File: config.mk
export PLATFORM = sky130hd
export DESIGN_NAME = qpfe_pipeline
export DESIGN_NICKNAME = d
export VERILOG_FILES = /design/src/pkg/qpfe_pkg.sv /design/src/rtl/qpfe_phase_gen.sv /design/src/rtl/qpfe_pipeline.sv
export SDC_FILE = /design/constraint.sdc
export NUM_CORES = 1
export LEC_CHECK = 0
export BUFFER_PORTS_ARGS = -buffer_cell sky130_fd_sc_hd__buf_2
export CELL_PAD_IN_SITES_DETAIL_PLACEMENT = 0
export CELL_PAD_IN_SITES_GLOBAL_PLACEMENT = 2
export CORE_UTILIZATION = 29
export CTS_BUF_LIST = sky130_fd_sc_hd__clkbuf_16
export DETAILED_ROUTE_END_ITERATION = 10
export HOLD_SLACK_MARGIN = 0.12
export PLACE_DENSITY_LB_ADDON = 0.1
export SLEW_MARGIN = 20
export SYNTH_ARGS = -nofsm -noshare
export SYNTH_HDL_FRONTEND = slang
export SYNTH_SLANG_ARGS = --single-unit
File: constraint.sdc
create_clock -name CLK -period 1.65 [get_ports CLK]
set_input_delay 0.0825 -clock CLK [delete_from_list [all_inputs] [get_ports CLK]]
set_output_delay 0.0825 -clock CLK [all_outputs]
set_load 0.05 [all_outputs]
File: src/pkg/qpfe_pkg.sv
// constants and types for the quad phase fetch/execute pipeline
// Behaviour
// - oscillator divided by four into four non-overlapping phases forming one instruction cycle
// - program counter increments once per instruction cycle, in phase_one, except in the no-operation slot after a branch or after reset
// - addressed instruction word is read and latched in phase_four of fetch
// - fetch of next instruction overlaps execution of current one
// - instruction register loads fetched word at phase_one; execute over phases two to four
// - data memory operand read in phase_two, destination write in phase_four
// - program counter changing instructions take two cycles, others one
// - on branch the prefetched word is discarded and a no-operation fills its slot
// - instruction rate clock output at one quarter of oscillator frequency
package qpfe_pkg;
   localparam int unsigned PC_W_DEF   = 13;
   localparam int unsigned INSTR_W    = 14;
   localparam int unsigned PHASES     = 4;
   localparam logic [13:0] NOP_WORD   = 14'h0000;
   localparam logic [12:0] RESET_PC   = 13'h0000;

   // phase counter codes, binary
   typedef enum logic [1:0] {
      QPFE_PH_ONE   = 2'b00,
      QPFE_PH_TWO   = 2'b01,
      QPFE_PH_THREE = 2'b10,
      QPFE_PH_FOUR  = 2'b11
   } qpfe_phase_e;
endpackage : qpfe_pkg

File: src/rtl/qpfe_phase_gen.sv
// four phase generator dividing the oscillator clock by four
`timescale 1ns/1ps
`default_nettype none
module qpfe_phase_gen (
   input  wire logic                 CLK,
   input  wire logic                 RST_N,
   input  wire logic                 CE,
   output var  qpfe_pkg::qpfe_phase_e phase,
   output logic                      clk_out_next
);
   import qpfe_pkg::*;

   qpfe_phase_e phase_reg;
   assign phase = phase_reg;

   // cyclic advance; reset lands in phase one
   always_ff @(posedge CLK or negedge RST_N) begin
      if (!RST_N) begin
         phase_reg <= QPFE_PH_ONE;
      end else if (CE) begin
         unique case (phase_reg)
            QPFE_PH_ONE:   phase_reg <= QPFE_PH_TWO;
            QPFE_PH_TWO:   phase_reg <= QPFE_PH_THREE;
            QPFE_PH_THREE: phase_reg <= QPFE_PH_FOUR;
            QPFE_PH_FOUR:  phase_reg <= QPFE_PH_ONE;
         endcase
      end
   end

   // clock out high in phases one and two, giving 50 % duty at osc/4
   assign clk_out_next = CE ? (phase_reg == QPFE_PH_FOUR || phase_reg == QPFE_PH_ONE)
                            : (phase_reg == QPFE_PH_ONE || phase_reg == QPFE_PH_TWO);

   a_phase_cycle: assert property (@(posedge CLK) disable iff (!RST_N)
      CE && phase_reg == QPFE_PH_FOUR |=> phase_reg == QPFE_PH_ONE)
      else $error("phase four not followed by phase one");
endmodule : qpfe_phase_gen
`default_nettype wire

File: src/rtl/qpfe_pipeline.sv
// two stage fetch/execute sequencer with phase outputs
`timescale 1ns/1ps
`default_nettype none
module qpfe_pipeline #(
   parameter int unsigned PC_W = qpfe_pkg::PC_W_DEF
) (
   input  wire logic                        CLK,
   input  wire logic                        RST_N,
   input  wire logic                        CE,
   input  wire logic [qpfe_pkg::INSTR_W-1:0] PROG_DATA,
   input  wire logic                        BRANCH_TAKEN,
   input  wire logic [PC_W-1:0]             BRANCH_TARGET,
   output logic      [PC_W-1:0]             PROG_ADDR,
   output logic      [qpfe_pkg::INSTR_W-1:0] INSTR_REG,
   output logic                             EXEC_VALID,
   output logic                             PHASE_ONE,
   output logic                             PHASE_TWO,
   output logic                             PHASE_THREE,
   output logic                             PHASE_FOUR,
   output logic                             DATA_RD,
   output logic                             DATA_WR,
   output logic                             INSTR_RATE_CLOCK_OUT
);
   import qpfe_pkg::*;

   qpfe_phase_e            phase;
   logic                   clk_out_next;
   logic [PC_W-1:0]        pc_reg;
   logic [INSTR_W-1:0]     fetch_reg;
   logic [INSTR_W-1:0]     ir_reg;
   logic                   exec_valid_reg;
   logic                   exec_valid_next;
   logic                   flush_reg;
   logic [3:0]             ph_reg;
   logic                   rd_reg;
   logic                   wr_reg;
   logic                   ck_reg;
   qpfe_phase_e            ph_next;

   qpfe_phase_gen u_phase (
      .CLK          (CLK),
      .RST_N        (RST_N),
      .CE           (CE),
      .phase        (phase),
      .clk_out_next (clk_out_next)
   );

   // phase the registered outputs will show on the next edge
   function automatic qpfe_phase_e step(input qpfe_phase_e p);
      step = qpfe_phase_e'(p + 2'b01);
   endfunction : step

   assign ph_next = CE ? step(phase) : phase;

   // true on an enabled edge that leaves phase p; all inputs passed so continuous users re-evaluate
   function automatic logic leaving(input logic en, input qpfe_phase_e now, input qpfe_phase_e p);
      leaving = en && (now == p);
   endfunction : leaving

   // execute-stage valid as it will stand after this edge
   assign exec_valid_next = leaving(CE, phase, QPFE_PH_ONE) ? !flush_reg : exec_valid_reg;

   // one-hot phase outputs, registered in step with the counter
   always_ff @(posedge CLK or negedge RST_N) begin
      if (!RST_N) begin
         ph_reg <= 4'h1;
      end else if (CE) begin
         ph_reg <= 4'h1 << ph_next;
      end
   end

   // strobes follow the slot about to execute, so a flushed slot stays quiet
   always_ff @(posedge CLK or negedge RST_N) begin
      if (!RST_N) begin
         rd_reg <= 1'b0;
         wr_reg <= 1'b0;
      end else if (CE) begin
         rd_reg <= (ph_next == QPFE_PH_TWO) && exec_valid_next;
         wr_reg <= (ph_next == QPFE_PH_FOUR) && exec_valid_next;
      end
   end

   // clock out registered so it leaves the block glitch-free
   always_ff @(posedge CLK or negedge RST_N) begin
      if (!RST_N) begin
         ck_reg <= 1'b1;
      end else if (CE) begin
         ck_reg <= clk_out_next;
      end
   end

   // program counter: increments at phase one, or loads target after a branch;
   // no increment in a flushed slot, else the target word itself would be skipped
   always_ff @(posedge CLK or negedge RST_N) begin
      if (!RST_N) begin
         pc_reg <= RESET_PC[PC_W-1:0];
      end else if (leaving(CE, phase, QPFE_PH_FOUR) && BRANCH_TAKEN && exec_valid_reg) begin
         pc_reg <= BRANCH_TARGET;
      end else if (leaving(CE, phase, QPFE_PH_ONE) && !flush_reg) begin
         pc_reg <= pc_reg + 1'b1;
      end
   end

   // fetch latch in phase four; the word fetched during a branch is marked stale
   always_ff @(posedge CLK or negedge RST_N) begin
      if (!RST_N) begin
         fetch_reg <= NOP_WORD;
         flush_reg <= 1'b1;
      end else if (CE && phase == QPFE_PH_FOUR) begin
         fetch_reg <= PROG_DATA;
         flush_reg <= BRANCH_TAKEN && exec_valid_reg;
      end
   end

   // execute stage loads at phase one; flushed slot becomes a no-op
   always_ff @(posedge CLK or negedge RST_N) begin
      if (!RST_N) begin
         ir_reg         <= NOP_WORD;
         exec_valid_reg <= 1'b0;
      end else if (CE && phase == QPFE_PH_ONE) begin
         ir_reg         <= flush_reg ? NOP_WORD : fetch_reg;
         exec_valid_reg <= !flush_reg;
      end
   end

   assign PROG_ADDR            = pc_reg;
   assign INSTR_REG            = ir_reg;
   assign EXEC_VALID           = exec_valid_reg;
   assign PHASE_ONE            = ph_reg[0];
   assign PHASE_TWO            = ph_reg[1];
   assign PHASE_THREE          = ph_reg[2];
   assign PHASE_FOUR           = ph_reg[3];
   assign DATA_RD              = rd_reg;
   assign DATA_WR              = wr_reg;
   assign INSTR_RATE_CLOCK_OUT = ck_reg;

   a_phase_onehot: assert property (@(posedge CLK) disable iff (!RST_N)
      $onehot(ph_reg))
      else $error("phase outputs not one-hot");

   a_phase_order: assert property (@(posedge CLK) disable iff (!RST_N)
      RST_N && CE && PHASE_ONE ##1 CE |=> PHASE_THREE)
      else $error("phase three not two steps after phase one");

   a_pc_inc: assert property (@(posedge CLK) disable iff (!RST_N)
      CE && phase == QPFE_PH_ONE && !flush_reg |=> pc_reg == PC_W'($past(pc_reg) + 1'b1))
      else $error("pc did not increment in phase one");

   a_pc_hold: assert property (@(posedge CLK) disable iff (!RST_N)
      (phase == QPFE_PH_TWO || phase == QPFE_PH_THREE) |=> $stable(pc_reg))
      else $error("pc moved outside phase one");

   a_fetch_latch: assert property (@(posedge CLK) disable iff (!RST_N)
      CE && phase == QPFE_PH_FOUR |=> fetch_reg == $past(PROG_DATA))
      else $error("fetch word not latched in phase four");

   a_ir_load: assert property (@(posedge CLK) disable iff (!RST_N)
      CE && phase == QPFE_PH_ONE && !flush_reg |=> ir_reg == $past(fetch_reg) && exec_valid_reg)
      else $error("instruction register not loaded in phase one");

   a_rd_phase: assert property (@(posedge CLK) disable iff (!RST_N)
      DATA_RD |-> PHASE_TWO && !DATA_WR)
      else $error("data read outside phase two");

   a_wr_phase: assert property (@(posedge CLK) disable iff (!RST_N)
      DATA_WR |-> PHASE_FOUR)
      else $error("data write outside phase four");

   a_branch_flush: assert property (@(posedge CLK) disable iff (!RST_N)
      CE && phase == QPFE_PH_FOUR && BRANCH_TAKEN && exec_valid_reg
      |=> flush_reg && pc_reg == $past(BRANCH_TARGET))
      else $error("branch did not flush or load target");

   a_nop_slot: assert property (@(posedge CLK) disable iff (!RST_N)
      CE && phase == QPFE_PH_ONE && flush_reg |=> !exec_valid_reg && ir_reg == NOP_WORD)
      else $error("flushed slot not a no-op");

   a_clk_out: assert property (@(posedge CLK) disable iff (!RST_N)
      PHASE_ONE |-> INSTR_RATE_CLOCK_OUT)
      else $error("instruction clock low in phase one");

   a_clk_high: assert property (@(posedge CLK) disable iff (!RST_N)
      PHASE_TWO |-> INSTR_RATE_CLOCK_OUT)
      else $error("instruction clock low in phase two");

   a_clk_low: assert property (@(posedge CLK) disable iff (!RST_N)
      PHASE_THREE || PHASE_FOUR |-> !INSTR_RATE_CLOCK_OUT)
      else $error("instruction clock high in second half");

   a_rd_valid: assert property (@(posedge CLK) disable iff (!RST_N)
      DATA_RD |-> EXEC_VALID)
      else $error("data read in a flushed slot");

   a_wr_valid: assert property (@(posedge CLK) disable iff (!RST_N)
      DATA_WR |-> EXEC_VALID)
      else $error("data write in a flushed slot");

   a_rd_issue: assert property (@(posedge CLK) disable iff (!RST_N)
      CE && phase == QPFE_PH_ONE && !flush_reg |=> DATA_RD)
      else $error("no operand read for a valid instruction");

   a_wr_issue: assert property (@(posedge CLK) disable iff (!RST_N)
      CE && phase == QPFE_PH_THREE && exec_valid_reg |=> DATA_WR)
      else $error("no destination write for a valid instruction");

   a_ir_hold: assert property (@(posedge CLK) disable iff (!RST_N)
      phase != QPFE_PH_ONE |=> $stable(ir_reg))
      else $error("instruction register moved outside phase one");

   a_fetch_hold: assert property (@(posedge CLK) disable iff (!RST_N)
      phase != QPFE_PH_FOUR |=> $stable(fetch_reg))
      else $error("fetch latch moved outside phase four");

   a_slot_pc: assert property (@(posedge CLK) disable iff (!RST_N)
      CE && phase == QPFE_PH_ONE && flush_reg |=> $stable(pc_reg))
      else $error("pc stepped past the branch target");

   a_slot_fetch: assert property (@(posedge CLK) disable iff (!RST_N)
      CE && phase == QPFE_PH_FOUR && flush_reg |=> !flush_reg)
      else $error("flush carried past the target fetch");

   a_ce_freeze: assert property (@(posedge CLK) disable iff (!RST_N)
      !CE |=> $stable(ph_reg) && $stable(pc_reg) && $stable(ir_reg) && $stable(ck_reg))
      else $error("state moved while clock enable low");
endmodule : qpfe_pipeline
`default_nettype wire

# Yosys cells after proc, flatten, opt, wreduce, memory -nomap -nowiden
# Index checks and enable logic that the tools add are counted.
# totals
in_bits	31
output_inout_bits	35
ff_bits	52
wordCells	36
# classes
eq_ne	5
add_sub_neg	2
n_reduce_logical	12
muxes	6
shift	1
# op_table
operator	n
2-to-1 mux 13 bit	2
2-to-1 mux 14 bit	1
adder 13 x 1 -> 13 bit (second input constant)	1
logical AND 1 bit	8
case mux 2 bit (4 select lines)	1
== test 2 bit (second input constant)	3
== test 2 x 1 -> 1 bit (second input constant)	2
left shift 1 x 2 -> 4 bit (first input constant)	1
adder 2 x 1 -> 2 bit (second input constant)	1
logical NOT 2 bit	1
2-to-1 mux 2 bit	1
nonzero test 2 bit	1
logical NOT 1 bit	1
logical OR 1 bit	1
2-to-1 mux 1 bit	1

# Depth between registers and ports, before layout
# depth
ltp_word	5
mapped_depth	7
ltp_nobuf	6

# Modules after synthesis
# From an unflattened synthesis, not the netlist that was laid out.
# hier_totals
cells_unflattened	225
area_unflattened_um2	2403.6
# by_module_without_submodules
module	n_inst	area_per_inst_um2	seq_area_each_um2	cells_each
qpfe_pipeline	1	2262.2	1255.0	211
qpfe_phase_gen	1	141.4	50.0	14

# Least setup slack after synthesis
# OpenSTA, ideal clock, no wires.
# synth_path
kind	flip-flop to flip-flop
start	register pc_reg[0], in the netlist PROG_ADDR[0]
end	register pc_reg[12], in the netlist PROG_ADDR[12]
path_slack_ps	-161
t_required_ps	1568
arrival_time_ps	1729
synth_period_minus_slack_ps	1811
path_buffers	0
stages_incl_launch_ff	6
path_cell_list	dfrtp_1 ha_1 and3_1 nand3_4 or3_1 a31oi_1
# synth_via
elab_chain_len	3
# synth_rtl
item	line	text
from (decl)	qpfe_pipeline.sv:28	logic [PC_W-1:0] pc_reg;
from (signal assigned)	qpfe_pipeline.sv:96	pc_reg <= RESET_PC[PC_W-1:0];
from (signal assigned)	qpfe_pipeline.sv:100	pc_reg <= pc_reg + 1'b1;
adder 13 x 1 -> 13 bit	qpfe_pipeline.sv:100	
2-to-1 mux 13 bit	qpfe_pipeline.sv:99	end else if (leaving(CE, phase, QPFE_PH_ONE) && !flush_reg) begin
2-to-1 mux 13 bit	qpfe_pipeline.sv:97	end else if (leaving(CE, phase, QPFE_PH_FOUR) && BRANCH_TAKEN && exec_valid_reg) begin
# Every way passes these cells. The select of a mux whose other input is x is not followed.
# A chain may end at the register's enable or synchronous reset.

# Final worst setup path
# layout_path
start	register u_phase.phase_reg[1], in the netlist u_phase.phase[1]
end	register pc_reg[12], in the netlist PROG_ADDR[12]
# layout_via
elab_chain_len	5
elab_cells_between_ends	9
classes_between	eq/ne: 1; mux: 1; reduce/logical: 7
# layout_rtl
item	line	text
from (decl)	qpfe_phase_gen.sv:13	qpfe_phase_e phase_reg;
from (signal assigned)	qpfe_phase_gen.sv:19	phase_reg <= QPFE_PH_ONE;
from (signal assigned)	qpfe_phase_gen.sv:22	QPFE_PH_ONE: phase_reg <= QPFE_PH_TWO;
from (signal assigned)	qpfe_phase_gen.sv:23	QPFE_PH_TWO: phase_reg <= QPFE_PH_THREE;
== test 2 bit	qpfe_pipeline.sv:57	leaving = en && (now == p);
logical AND 1 bit	qpfe_pipeline.sv:57	
logical AND 1 bit (2 in a row)	qpfe_pipeline.sv:97	
2-to-1 mux 13 bit / nonzero test 2 bit (equally long branches)	n/a	
# Parallel ways exist; a longest one is shown, timed or not.

==> results.md <==
- Outcome: completed
- Cell Area, Synth: 2310 sq um
- Most used DFF post-synth: dfrtp_1
- Setup WS pre-CTS: 0.00575 ns
- # H-tree levels: 2
- Drt via density: around 4.4
- Design area: 3280 sq um
- Synth area leaders: dfrtp_1 (53%), mux2_2 (6.8%), o21ai_0 (4.8%), nand2_1 (3.9%), nand2b_1 (3.8%)
- Post-synth EDFFs: 0
- Post-route setup TNS: 0 ns
- Area delta synth->final: 41.9%
- Max IR drop VDD: 1100 uV
- Synth Register Bits: 52
- Final Util: 42.4%
- CP Launch Type: flop
- Post-CTS Setup Inserts: 0
- Routed len/inst: 12.6 um
- Adder-cell share of the synthesized area: 2.71%
- Rows: 32
- Max_cap viols: 0
- Seq/Total Area, Yosys: between 50% and 60%
- Netlist cell types: 31
- Crit. End Element: flop
- I/O Buffers: between 60 and 70
- Clock buffers created by TritonCTS: 5
- Clock tree buffer depth: 2
- Layout cells sized above 1: 35.4%
- Clock Latency Late Sink: 0.29 ns
- Final GP Congestion: 0.735
- Nets: 354
- Tcrit/Tclk final: between 90 and 100%
- Synth Warn #: 0
- Syn Area/Cell: 10.7 sq um
- P_leak: 1.53 nW
- Starting Density: between 20 and 30%
- CTS tree: built
- CP Max Fanout: 3
- Final Hold Vio Count: 0
- Complex-gate fraction of the synthesized area: just under 9%
- Gr ovfl total: 0
- Fillers: 774
- Largest net degree at the start of global routing: between 50 and 60
- Area fraction of the dominant cell type after synthesis: a little over half
- Async SR Flop Fraction: 100%
- Top cell type by total area after synthesis: dfrtp_1
- Final WS setup: 0.0812 ns
- Final WL: 5.31 mm
- Combinational family with the most area after synthesis: simple AND/OR/NAND/NOR gates
- Syn_nets: about 250
- Post-route ant nets: 0
- Starting DRT DRC Count: 45
- Global-route wire length before repair: 8.86 mm
- Worst min-delay path class: input port to flop
- Worst-Margin Slew: 0.346 ns
- # clock sinks: 52
- Top cells by count, synth: dfrtp_1 (49), nand2_1 (24), o21ai_0 (22)
- Most frequent cell after synthesis: dfrtp_1
- Clock root cell: clkbuf_16
- Worst endpoint required time: 1.86 ns
- Horiz. Die Dim: 91.3 um
- Crit path kind: flop to flop
- Initial DRT Pass Iterations: 4
- DRC Markers: 0
- ANT cells: 0
- Number of global-route vias before repair: 1762
- Synth Area in Simple Gates: between 10% and 20%
- Die Area: 8330 sq um
- DP HPWL: 3.60 mm
- Reg clk slew, reported paths: 0.07 ns
- Final setup vio count: 0
- Antenna violations before repair: 0
- All-Layer GR Usage: between 10% and 20%
- Hold slack: roughly 0.21 ns
- Post-synthesis xor/xnor area fraction: under 10%
- Via count: 1837
- Maximum clock rate: 0.637 GHz
- Final worst path period need: around 1.6 ns
- Mapped Cells: roughly 220
- Power density cells: 2050 nW/um^2
- Die H: 91.3 um
- Slew Viols, Final: 0
- WP data arrival: 1.78 ns
- Mux cell area share after synthesis: 7.69%
- Core Area: 7730 sq um
- Skew final: 0.00446 ns
- Placed inst area: ~2800 sq um
- Ports: 66
- Worst slew margin: 76.9%
==> power by group <==
part           switching, mW  internal [mW]  total (mW)
clock network          0.467          0.557        1.02
registers              0.417           1.91        2.33
logic                   2.26           1.11        3.37
==> cell usage in the layout (no fill, tap or decap), types with 6 or more instances in the layout <==
cell / synthesis / final
nand2_1: 24 / 24
nand2b_1: 14 / 14
xor2_1: 9 / 9
dfrtp_1: 49 / 46
mux2_2: 14 / 14
nor2_1: 14 / 14
buf_4: 1 / 12
inv_1: 10 / 8
a21oi_1: 12 / 12
dlygate4sd3_1: 0 / 28
nand4_1: 6 / 6
buf_2: 1 / 65
o21ai_0: 22 / 22
==> worst max-delay path, cell delays in order (launching register included) <==
cell	delay [ns]
dfrtp_1	0.39
inv_2	0.08
ha_4	0.13
and4b_2	0.28
nand3_4	0.09
or3_1	0.36
a31oi_1	0.16
==> cell type report <==
type                            count  area [sq um]  share of cell area, %
Inverter                           10          37.5                   1.15
Clock inverter                      3          18.8                  0.573
Timing Repair Buffer              107           736                   22.4
Tap cell                          102           128                   3.89
Sequential cell                    52          1310                   39.9
Multi-Input combinational cell    142           925                   28.2
Clock buffer                        5           125                   3.82
==> worst paths after layout <==
kind / from / end / slack [ns] / cells after the start
setup / recovery: u_phase.phase[1]$_DFFE_PN0P_ / PROG_ADDR[12]$_DFFE_PN0P_ / 0.08 / 6
setup reg to reg: u_phase.phase[1]$_DFFE_PN0P_ / PROG_ADDR[12]$_DFFE_PN0P_ / 0.08 / 6
hold / removal: CE / INSTR_RATE_CLOCK_OUT$_DFFE_PN1P_ / 0.21 / 3
hold reg to reg: INSTR_RATE_CLOCK_OUT$_DFFE_PN1P_ / INSTR_RATE_CLOCK_OUT$_DFFE_PN1P_ / 0.47 / 2
max in group asynchronous: RST_N / ph_reg[0]$_DFFE_PN1P_ / 1.04 / 3
min in group asynchronous: RST_N / INSTR_REG[11]$_DFFE_PN0P_ / 0.31 / 3
==> cell families (layout without fill, tap and decap cells) <==
| group | after synthesis | count (layout) |
|---|---|---|
| AO/OA/AOI/OAI | 39 | 39 |
| XOR/XNOR | 10 | 10 |
| adder cells (fa/ha/maj) | 5 | 5 |
| buffers and inverters | 22 | 125 |
| flip-flops | 52 | 52 |
| multiplexers | 16 | 16 |
| AND/OR/NAND/NOR | 72 | 72 |
==> metal layers <==
layer | wire length (um) | GRT usage, % | up-vias | part of all wire [%]
met4 | 60 | 4.37 | 0 | 1.1
li1 | - | - | 934 | -
met1 | 2710 | 19.9 | 859 | 51
met3 | 210 | 2.93 | 4 | 4.0
met5 | 0 | 0 | - | 0
met2 | 2330 | 19.8 | 40 | 44
==> what timing repair did <==
item | 4_1_cts | 5_1_grt
pin swaps | 0 | 1
hold buffers | 28 | 0
endpoints found under the setup margin | 1 | 7
endpoints found under the hold margin | 79 | 0
resized for setup | 1 | 4
==> per-stage QoR <==
stage | total power [mW] | cells
finish | 6.72 | 421
global route | 7.18 | 421
CTS | 6.77 | 421
detailed placement | 5.67 | 385
global placement | 5.65 | 385
floorplan | 4.76 | 216
No activity file was read; power rests on OpenSTA's default activity.
